`src/core/sample_fifo_pkg.sv`:
```
/*
  Constants shared by the sample queue and output register block: register
  offsets, field positions, widths, reset values and the wake state code.
  Assumes an 8-bit register address space behind the serial host port.
*/
`default_nettype none

package sample_fifo_pkg;

  // ----------------------------------------------------------------------
  // Widths and depth
  // ----------------------------------------------------------------------
  localparam int unsigned QUEUE_DEPTH  = 32;
  localparam int unsigned ADDR_BITS    = 5;
  localparam int unsigned INDEX_BITS   = 6;
  localparam int unsigned AXIS_BITS    = 16;
  localparam int unsigned SAMPLE_BITS  = 48;
  localparam int unsigned WRAP_BIT     = 5;

  // ----------------------------------------------------------------------
  // Register offsets
  // ----------------------------------------------------------------------
  localparam logic [7:0] OFS_QUEUE_FLAGS       = 8'h0A;
  localparam logic [7:0] OFS_QUEUE_DRAIN_INDEX = 8'h0B;
  localparam logic [7:0] OFS_QUEUE_FILL_INDEX  = 8'h0C;
  localparam logic [7:0] OFS_X_ACCEL_LOW       = 8'h0D;
  localparam logic [7:0] OFS_X_ACCEL_HIGH      = 8'h0E;
  localparam logic [7:0] OFS_Y_ACCEL_LOW       = 8'h0F;
  localparam logic [7:0] OFS_Y_ACCEL_HIGH      = 8'h10;
  localparam logic [7:0] OFS_Z_ACCEL_LOW       = 8'h11;
  localparam logic [7:0] OFS_Z_ACCEL_HIGH      = 8'h12;

  // ----------------------------------------------------------------------
  // Field positions of the queue flags register
  // ----------------------------------------------------------------------
  localparam int unsigned FLAG_EMPTY_BIT = 0;
  localparam int unsigned FLAG_FULL_BIT  = 1;
  localparam int unsigned FLAG_LEVEL_BIT = 2;

  // ----------------------------------------------------------------------
  // Reset values
  // ----------------------------------------------------------------------
  localparam logic [7:0]  QUEUE_FLAGS_RESET = 8'h01;
  localparam logic [5:0]  INDEX_RESET       = 6'h00;
  localparam logic [47:0] SAMPLE_RESET      = 48'h0000_0000_0000;
  localparam logic [7:0]  BYTE_ZERO         = 8'h00;

  // ----------------------------------------------------------------------
  // Operating state code in which samples are taken
  // ----------------------------------------------------------------------
  localparam logic [1:0] STATE_WAKE = 2'h1;

  // Six-byte data read tracker, Gray coded from SEQ_IDLE through SEQ_ZL
  typedef enum logic [2:0] {
    SEQ_IDLE = 3'b000,
    SEQ_XL   = 3'b001,
    SEQ_XH   = 3'b011,
    SEQ_YL   = 3'b010,
    SEQ_YH   = 3'b110,
    SEQ_ZL   = 3'b111
  } read_seq_t;

endpackage

`default_nettype wire

```
`src/core/sample_store.sv`:
```
/*
  Flip-flop storage for the 32-entry sample queue: one write port and one
  combinational read port, both addressed by a 5-bit index.
  Assumes the caller never writes while the queue is full.
*/
`default_nettype none

module sample_store
  import sample_fifo_pkg::*;
(
  input  wire logic                   clk,     // Block clock
  input  wire logic                   rst_n,   // Synchronous reset, low
  input  wire logic                   we,      // Write strobe
  input  wire logic [ADDR_BITS-1:0]   waddr,   // Write location
  input  wire logic [SAMPLE_BITS-1:0] wdata,   // Sample to store
  input  wire logic [ADDR_BITS-1:0]   raddr,   // Read location
  output logic      [SAMPLE_BITS-1:0] rdata    // Stored sample
);

  logic [SAMPLE_BITS-1:0] mem [QUEUE_DEPTH];

  // ----------------------------------------------------------------------
  // Entry storage
  // ----------------------------------------------------------------------
  // Cleared at reset so a read of an unfilled entry is defined
  genvar g;
  generate
    for (g = 0; g < QUEUE_DEPTH; g++) begin : g_entry
      always_ff @(posedge clk) begin
        if (!rst_n) begin
          mem[g] <= SAMPLE_RESET;
        end else if (we && (waddr == ADDR_BITS'(g))) begin
          mem[g] <= wdata;
        end
      end
    end
  endgenerate

  // Read port
  assign rdata = mem[raddr];

endmodule

`default_nettype wire

```
`src/core/sample_fifo_and_output_regs.sv`:
```
/*
  Sample queue and output data registers of the accelerometer: takes each
  complete three-axis sample in the wake state, stores it in the 32-entry queue unless full, or in the
  output registers, keeps only the newest taken inside a transaction, and answers host register reads at 0x0A..0x12.
  Assumes the serial front end gives one-cycle read strobes with an 8-bit
  address, and one-cycle pulses for a recognised START and STOP.
*/
`default_nettype none

// Functional notes
// - Status bits: empty 0, full 1, level 2.
// - Queue flags ignore interrupt enable settings.
// - Status reads 0x01 after reset.
// - Empty and full valid even when disabled.
// - Level flag when fill at or above threshold.
// - Status upper five bits read zero.
// - Six-bit drain index, five address bits.
// - Full and empty from index compare with wrap.
// - Fill index advances on each Z-complete sample stored in the queue.
// - Index registers read-only, upper bits zero, reset zero.
// - Latest samples, six bytes, low byte first.
// - Queue enabled: data reads come from queue.
// - Queue advances only after full six-byte read.
// - No data register updates between START and STOP.
// - Combined queue flag is OR of three flags.
// - New-sample flag set on output write, read clears.
// - Samples taken only in wake state.
module sample_fifo_and_output_regs
  import sample_fifo_pkg::*;
(
  input  wire logic        I_REF_CLK,     // 100 MHz block clock
  input  wire logic        I_RST_N,       // Synchronous reset, low
  input  wire logic [15:0] I_X_SAMPLE,    // X axis result
  input  wire logic [15:0] I_Y_SAMPLE,    // Y axis result
  input  wire logic [15:0] I_Z_SAMPLE,    // Z axis result
  input  wire logic        I_Z_DONE,      // Pulse: Z acquired, sample complete
  input  wire logic [1:0]  I_STATE,       // Operating state code
  input  wire logic        I_QUEUE_EN,    // Queue enable bit
  input  wire logic [5:0]  I_LEVEL_SET,   // Fill level threshold
  input  wire logic        I_XFER_START,  // Pulse: START recognised
  input  wire logic        I_XFER_STOP,   // Pulse: STOP seen
  input  wire logic        I_RD_STB,      // Pulse: host register read
  input  wire logic [7:0]  I_RD_ADDR,     // Register address of the read
  input  wire logic        I_STATUS_RD,   // Pulse: main status register read
  output logic      [7:0]  O_RD_DATA,     // Read answer byte
  output logic             O_RD_VALID,    // Pulse: answer valid
  output logic      [7:0]  O_QUEUE_FLAGS, // Queue flags register image
  output logic             O_QUEUE_FLAG,  // Combined queue flag
  output logic             O_NEW_SAMPLE   // New-sample flag
);

  // ----------------------------------------------------------------------
  // Local signals
  // ----------------------------------------------------------------------
  logic [INDEX_BITS-1:0]  drain_index;
  logic [INDEX_BITS-1:0]  fill_index;
  logic [INDEX_BITS-1:0]  fill_level;
  logic                   queue_empty;
  logic                   queue_full;
  logic                   queue_level_reached;
  logic [7:0]             flag_byte;
  logic [SAMPLE_BITS-1:0] out_sample;
  logic [SAMPLE_BITS-1:0] held_sample;
  logic                   held_valid;
  logic [SAMPLE_BITS-1:0] fresh_sample;
  logic [SAMPLE_BITS-1:0] commit_sample;
  logic [SAMPLE_BITS-1:0] head_sample;
  logic                   in_xfer;
  logic                   frozen;
  logic                   take;
  logic                   commit;
  logic                   push;
  logic                   pop;
  logic                   data_addr;
  logic [2:0]             byte_idx;
  logic [7:0]             next_rd_data;
  read_seq_t              read_seq;
  read_seq_t              next_read_seq;

  // ----------------------------------------------------------------------
  // Helper functions
  // ----------------------------------------------------------------------
  // Byte k of a packed sample, x low byte first
  function automatic logic [7:0] sample_byte(input logic [SAMPLE_BITS-1:0] s,
                                             input logic [2:0]             k);
    logic [7:0] b;
    b = BYTE_ZERO;
    unique case (k)
      3'h0:    b = s[7:0];
      3'h1:    b = s[15:8];
      3'h2:    b = s[23:16];
      3'h3:    b = s[31:24];
      3'h4:    b = s[39:32];
      3'h5:    b = s[47:40];
      default: b = BYTE_ZERO;
    endcase
    return b;
  endfunction

  // Address expected next while walking the six data bytes
  function automatic logic [7:0] expected_addr(input read_seq_t s);
    logic [7:0] a;
    a = OFS_X_ACCEL_LOW;
    unique case (s)
      SEQ_IDLE: a = OFS_X_ACCEL_LOW;
      SEQ_XL:   a = OFS_X_ACCEL_HIGH;
      SEQ_XH:   a = OFS_Y_ACCEL_LOW;
      SEQ_YL:   a = OFS_Y_ACCEL_HIGH;
      SEQ_YH:   a = OFS_Z_ACCEL_LOW;
      SEQ_ZL:   a = OFS_Z_ACCEL_HIGH;
    endcase
    return a;
  endfunction

  // ----------------------------------------------------------------------
  // Queue flags
  // ----------------------------------------------------------------------
  // Pure index compare, so no enable or interrupt setting can mask them
  assign queue_empty = (drain_index == fill_index);
  assign queue_full  = (drain_index[ADDR_BITS-1:0] == fill_index[ADDR_BITS-1:0]) &&
                       (drain_index[WRAP_BIT] != fill_index[WRAP_BIT]);
  assign fill_level  = INDEX_BITS'(fill_index - drain_index);
  assign queue_level_reached = (fill_level >= I_LEVEL_SET);

  // Reserved upper bits tied to zero
  always_comb begin
    flag_byte = BYTE_ZERO;
    flag_byte[FLAG_EMPTY_BIT] = queue_empty;
    flag_byte[FLAG_FULL_BIT]  = queue_full;
    flag_byte[FLAG_LEVEL_BIT] = queue_level_reached;
  end

  // Registered images of the flags for the status logic outside
  always_ff @(posedge I_REF_CLK) begin
    if (!I_RST_N) begin
      O_QUEUE_FLAGS <= QUEUE_FLAGS_RESET;
      O_QUEUE_FLAG  <= 1'b1;
    end else begin
      O_QUEUE_FLAGS <= flag_byte;
      O_QUEUE_FLAG  <= queue_empty | queue_full | queue_level_reached;
    end
  end

  // ----------------------------------------------------------------------
  // Sample intake and transaction freeze
  // ----------------------------------------------------------------------
  assign fresh_sample = {I_Z_SAMPLE, I_Y_SAMPLE, I_X_SAMPLE};
  assign take         = I_Z_DONE && (I_STATE == STATE_WAKE);

  // Freeze starts on the START cycle itself so the first byte is stable
  assign frozen       = in_xfer || I_XFER_START;
  assign commit       = !frozen && (take || held_valid);
  assign commit_sample = take ? fresh_sample : held_sample;
  assign push         = commit && I_QUEUE_EN && !queue_full;
  // Transaction window, START given priority over a same-cycle STOP
  always_ff @(posedge I_REF_CLK) begin
    if (!I_RST_N) begin
      in_xfer <= 1'b0;
    end else if (I_XFER_START) begin
      in_xfer <= 1'b1;
    end else if (I_XFER_STOP) begin
      in_xfer <= 1'b0;
    end
  end

  // One holding slot; newest sample wins so the data is current at STOP
  always_ff @(posedge I_REF_CLK) begin
    if (!I_RST_N) begin
      held_valid  <= 1'b0;
      held_sample <= SAMPLE_RESET;
    end else if (take && frozen) begin
      held_valid  <= 1'b1;
      held_sample <= fresh_sample;
    end else if (commit) begin
      held_valid  <= 1'b0;
    end
  end

  // ----------------------------------------------------------------------
  // Output data registers
  // ----------------------------------------------------------------------
  // Written only while the queue is off; queue mode stores instead
  always_ff @(posedge I_REF_CLK) begin
    if (!I_RST_N) begin
      out_sample <= SAMPLE_RESET;
    end else if (commit && !I_QUEUE_EN) begin
      out_sample <= commit_sample;
    end
  end

  // New-sample flag: a set in the clearing cycle is kept
  always_ff @(posedge I_REF_CLK) begin
    if (!I_RST_N) begin
      O_NEW_SAMPLE <= 1'b0;
    end else if (commit && !I_QUEUE_EN) begin
      O_NEW_SAMPLE <= 1'b1;
    end else if (I_STATUS_RD) begin
      O_NEW_SAMPLE <= 1'b0;
    end
  end

  // ----------------------------------------------------------------------
  // Queue storage and indices
  // ----------------------------------------------------------------------
  sample_store u_store (
    .clk   (I_REF_CLK),
    .rst_n (I_RST_N),
    .we    (push),
    .waddr (fill_index[ADDR_BITS-1:0]),
    .wdata (commit_sample),
    .raddr (drain_index[ADDR_BITS-1:0]),
    .rdata (head_sample)
  );

  // Fill index moves once per stored sample; the wrap bit rides along
  always_ff @(posedge I_REF_CLK) begin
    if (!I_RST_N) begin
      fill_index <= INDEX_RESET;
    end else if (push) begin
      fill_index <= INDEX_BITS'(fill_index + 1'b1);
    end
  end

  // Drain index moves only on a completed six-byte queue read
  always_ff @(posedge I_REF_CLK) begin
    if (!I_RST_N) begin
      drain_index <= INDEX_RESET;
    end else if (pop) begin
      drain_index <= INDEX_BITS'(drain_index + 1'b1);
    end
  end

  // ----------------------------------------------------------------------
  // Six-byte read tracker
  // ----------------------------------------------------------------------
  // A read of X low always restarts the walk; any stray read abandons it
  always_comb begin
    next_read_seq = read_seq;
    if (I_RD_STB) begin
      if (I_RD_ADDR == OFS_X_ACCEL_LOW) begin
        next_read_seq = SEQ_XL;
      end else if ((read_seq != SEQ_IDLE) && (I_RD_ADDR == expected_addr(read_seq))) begin
        unique case (read_seq)
          SEQ_XL:   next_read_seq = SEQ_XH;
          SEQ_XH:   next_read_seq = SEQ_YL;
          SEQ_YL:   next_read_seq = SEQ_YH;
          SEQ_YH:   next_read_seq = SEQ_ZL;
          SEQ_ZL:   next_read_seq = SEQ_IDLE;
          SEQ_IDLE: next_read_seq = SEQ_IDLE;
        endcase
      end else begin
        next_read_seq = SEQ_IDLE;
      end
    end
  end

  // Walk only counts in queue mode; a new START begins a fresh walk
  always_ff @(posedge I_REF_CLK) begin
    if (!I_RST_N) begin
      read_seq <= SEQ_IDLE;
    end else if (I_XFER_START || !I_QUEUE_EN) begin
      read_seq <= SEQ_IDLE;
    end else begin
      read_seq <= next_read_seq;
    end
  end

  // Pop on the Z high byte that closes the walk; empty queue is not moved
  assign pop = I_RD_STB && I_QUEUE_EN && !I_XFER_START && (read_seq == SEQ_ZL) &&
               (I_RD_ADDR == OFS_Z_ACCEL_HIGH) && !queue_empty;

  // ----------------------------------------------------------------------
  // Read answer
  // ----------------------------------------------------------------------
  assign data_addr = (I_RD_ADDR >= OFS_X_ACCEL_LOW) && (I_RD_ADDR <= OFS_Z_ACCEL_HIGH);
  assign byte_idx  = 3'(I_RD_ADDR - OFS_X_ACCEL_LOW);

  // Unmapped addresses answer zero so the front end can merge answers
  always_comb begin
    next_rd_data = BYTE_ZERO;
    if (I_RD_ADDR == OFS_QUEUE_FLAGS) begin
      next_rd_data = flag_byte;
    end else if (I_RD_ADDR == OFS_QUEUE_DRAIN_INDEX) begin
      next_rd_data = {2'b00, drain_index};
    end else if (I_RD_ADDR == OFS_QUEUE_FILL_INDEX) begin
      next_rd_data = {2'b00, fill_index};
    end else if (data_addr && I_QUEUE_EN) begin
      next_rd_data = sample_byte(head_sample, byte_idx);
    end else if (data_addr) begin
      next_rd_data = sample_byte(out_sample, byte_idx);
    end
  end

  // Answer one cycle after the strobe; data holds until the next read
  always_ff @(posedge I_REF_CLK) begin
    if (!I_RST_N) begin
      O_RD_DATA  <= BYTE_ZERO;
      O_RD_VALID <= 1'b0;
    end else begin
      O_RD_VALID <= I_RD_STB;
      if (I_RD_STB) begin
        O_RD_DATA <= next_rd_data;
      end
    end
  end

endmodule

`default_nettype wire

```
`config.mk`:
```
export PLATFORM = sky130hd
export DESIGN_NAME = sample_fifo_and_output_regs
export DESIGN_NICKNAME = d
export VERILOG_FILES = /design/src/core/sample_fifo_pkg.sv /design/src/core/sample_store.sv /design/src/core/sample_fifo_and_output_regs.sv
export SDC_FILE = /design/constraint.sdc
export NUM_CORES = 2
export LEC_CHECK = 0
export ABC_AREA = 0
export BUFFER_PORTS_ARGS = -buffer_cell sky130_fd_sc_hd__buf_2
export CORE_MARGIN = 2
export CORE_UTILIZATION = 47
export DETAILED_ROUTE_END_ITERATION = 8
export PLACE_DENSITY = 0.62
export SLEW_MARGIN = 20
export SYNTH_ARGS = -nofsm -noshare
export SYNTH_HDL_FRONTEND = slang
export SYNTH_HIERARCHICAL = 1
export SYNTH_SLANG_ARGS = --single-unit
export TNS_END_PERCENT = 1
```
`constraint.sdc`:
```
create_clock -name I_REF_CLK -period 7.13 [get_ports I_REF_CLK]
set_input_delay 1.426 -clock I_REF_CLK [delete_from_list [all_inputs] [get_ports I_REF_CLK]]
set_output_delay 1.426 -clock I_REF_CLK [all_outputs]
set_load 0.02 [all_outputs]
```
==> run metrics <==
Peak VDD IR 0.273 mV; Worst Path Arrival 5.46 ns; Leak 29.4 nW; Worst Reg-to-Reg Cells 13; CP delay by family, top compound AO/OA/AOI/OAI gates; post-synth design cell area 77,500 µm²; Filler cells 13,800; Top FF cell, synth edfxtp_1; starting density of the core 47.2%; Layout Nets around 5,900; global-route wire length before repair 314 mm; Clock Latency Late Sink about 0.8 ns; DRC viols 0; Critical Path Sink O_RD_DATA[7]; reg2reg end O_RD_DATA[7]; Slowest cell on crit path nor2_4; fin cells 8,147; Max clock buf depth 3; Int Pwr 16.3 mW; Sequential cell area 48,700 µm²; min Tclk post-route between 4 and 5 ns; net load switching power 4.54 mW; CTS resizes 0; Logic pwr share under 10%; multi-input logic area about 27,000 µm²; GR Overflow Total 0; Slew HR 26.9%; fraction of layout cells with a size suffix above 1 9.99%; unrepaired setup endpoints after global routing false; fmax about 210 MHz; asr flop ratio synth 0%; crit share post-route slightly below 70%; gr usage total roughly a quarter; Area Overhead vs Synth 11.0%; Setup crit end kind flip-flop; Max stage delay on crit path 0.90 ns; Ports 91; worst path cell trace nor2_4 > buf_4 > buf_4 > a22o_1 > nor3_1 > a31oi_1 > nand3_1 > mux2i_1 > nor2_1 > a21oi_1 > a21oi_1 > a21oi_1 > o31ai_1; Crit path top cell by count a21oi_1; Slew Limit Fails 0; gpl congestion 0.858; HP Class reg -> reg; Gate Count Post-Synth ~6,000; post-synthesis register bit count approximately 1,700; measured slew at the worst slew-check pin 1.09 ns; status finished clean; Routed Antenna Nets 0; Worst Setup SP drain_index[0]; Die Height ~400 µm; Placed Area 80,100 µm²; Crit path depth 13; hold_buf cts 0; Critical R2R Launch drain_index[0]; CORE AREA 164,000 µm²; # rows 149; vias in the first global route 45,300; vias per inst 5.73; Bufs and invs on worst path 2; Netlist cell types 62; Pwr Density 242 nW/µm²; die extent in x 410 µm; yosys warns 6; placed cell count 7,816; via count about 47,000; DR WL/cell 26.4 µm; clk_skew 0.0411 ns; Clk pin slew, worst setup/hold paths 0.06 ns; Setup Buffers After CTS 0; switch share 21.8%; average size of a mapped cell 12.9 µm²; dpl hpwl 130 mm; Sequential Power Share between 50% and 60%; flop2flop setup slack about 2.3 ns; Crit Path Class reg -> reg; largest net degree at the start of global routing between 100 and 150; Required @ worst endpoint 7.78 ns; number of synthesized flops with an enable pin 1,536; Clock power frac approximately 43%; Max-Cap Viols 0; CTS Sinks between 1,500 and 2,000; final instance area ~86,000 µm²; # port buffers 85; final hold vios 0; Seq/Total Area, Yosys 62.8%; First-pass DRT Iterations 6; Die ar. between 150,000 and 200,000 µm²; startpoint class of the critical path flip-flop; final setup violation count 0; DRT iter0 DRCs between 4,000 and 5,000; H-tree levels 4; Setup TNS 0 ns; final WL 215 mm; CTS tree yes; clock root cell clkbuf_16; Crit Path Max Fanout 24; CTS Buf Count 178; initial antenna violation count 13
## worst min-delay path by stage
stage | start | slack [ns] | to | depth (start not counted)
2_1_floorplan | held_sample[10] | 0.44 | held_sample[10] | 2
3_3_place_gp | held_sample[10] | 0.45 | held_sample[10] | 2
3_5_place_dp | held_sample[12] | 0.46 | held_sample[12] | 2
4_1_cts | held_sample[12] | 0.46 | held_sample[12] | 2
5_1_grt | held_sample[41] | 0.48 | held_sample[41] | 2
6_report | held_sample[12] | 0.46 | held_sample[12] | 2
## registers in the layout, indices dropped and copies added (netlist names)
signal / flops
held_sample: 48
held_valid: 1
O_RD_DATA: 8
u_store/mem: 1536
O_RD_VALID: 1
read_seq: 3
drain_index: 6
O_QUEUE_FLAG: 1
in_xfer: 1
out_sample: 48
O_NEW_SAMPLE: 1
fill_index: 6
O_QUEUE_FLAGS: 3
## synthesized netlist by cell type, types with 10 or more instances
library cell | number | area share (%)
and2_1 | 1550 | 13
edfxtp_1 | 1536 | 59
mux2i_1 | 780 | 10
clkbuf_1 | 341 | 1.7
nand2_1 | 271 | 1.3
a21oi_1 | 179 | 1.2
buf_2 | 165 | 1.1
nand3_1 | 161 | 1.0
a22oi_1 | 149 | 1.4
dfxtp_1 | 127 | 3.3
a22o_1 | 98 | 1.1
mux2_2 | 64 | 0.93
nor3_1 | 54 | 0.35
a31oi_1 | 53 | 0.43
nor2_1 | 53 | 0.26
buf_4 | 52 | 0.50
o21ai_0 | 51 | 0.33
or3_1 | 49 | 0.40
a21boi_0 | 48 | 0.46
o211a_1 | 48 | 0.62
inv_1 | 21 | 0.10
a221oi_1 | 17 | 0.19
nor2b_1 | 14 | 0.11
ha_1 | 13 | 0.21
buf_1 | 12 | 0.058
xnor2_1 | 12 | 0.14
nand4_1 | 10 | 0.081
## layout by cell type, fill, tap and decap left out, drive strengths merged, types with 64 or more instances in the layout
cell type and instances:
and2 1550, dfxtp 127, nand3 162, a22oi 149, edfxtp 1536, buf 213
a21oi 180, a22o 98, mux2 64, clkbuf 239, nand2 271, mux2i 780
## per-stage QoR
stage | hold slack (ns) | worst slack [ns] | power, mW | utilization, %
after floorplan | 0.441 | 0.223 | 11.8 | -
after global placement | 0.447 | 1.75 | 12.2 | 48.6
after detailed placement | 0.456 | 1.76 | 12.2 | 48.7
after CTS | 0.465 | 2.33 | 21.0 | 52.1
after global routing | 0.483 | 2.19 | 21.4 | 52.3
final | 0.462 | 2.32 | 20.9 | 52.3
## metal layers
layer / share of wire, % / global-route usage, % / vias to the layer above
met1: 42 / 34.3 / 23700
met3: 5.6 / 3.14 / 325
li1: - / - / 21200
met5: 0.0051 / 0 / -
met2: 49 / 42.1 / 1526
met4: 3.2 / 8.32 / 2
## power by group through the flow
stage          clock (mW)  sequential [mW]  combinational (mW)
2_1_floorplan           0             11.3               0.463
3_3_place_gp            0             11.3               0.865
3_5_place_dp            0             11.3               0.877
4_1_cts              9.02             11.1               0.879
5_1_grt              9.38             11.1               0.926
6_report             8.87             11.1               0.869
## cells by family after synthesis
kind of cell / share of synthesized area, %
other: 0.00484
DFF: 62.8
xor gates and xnor gates: 0.169
muxes: 11.0
buffers and inverters: 3.40
and+or+nand+nor: 16.3
adders and majority gates: 0.236
AOI/OAI and AO/OA: 6.11
## worst reg2reg max path, cell delays in order, from the launching register on
cell	delay (ns)
dfxtp_1	0.52
nor2_4	0.90
buf_4	0.48
buf_4	0.29
a22o_1	0.19
nor3_1	0.09
a31oi_1	0.54
nand3_1	0.16
mux2i_1	0.22
nor2_1	0.06
a21oi_1	0.46
a21oi_1	0.28
a21oi_1	0.36
o31ai_1	0.11
## final cells by class
type / instances / area share [%]
Antenna cell: 5 / 0.0145
Tap cell: 2189 / 3.18
Multi-Input combinational cell: 3745 / 31.3
Clock inverter: 72 / 0.755
Clock buffer: 239 / 5.66
Sequential cell: 1663 / 56.6
Inverter: 21 / 0.0916
Timing Repair Buffer: 213 / 2.44
No activity file was read; power rests on OpenSTA's default activity.
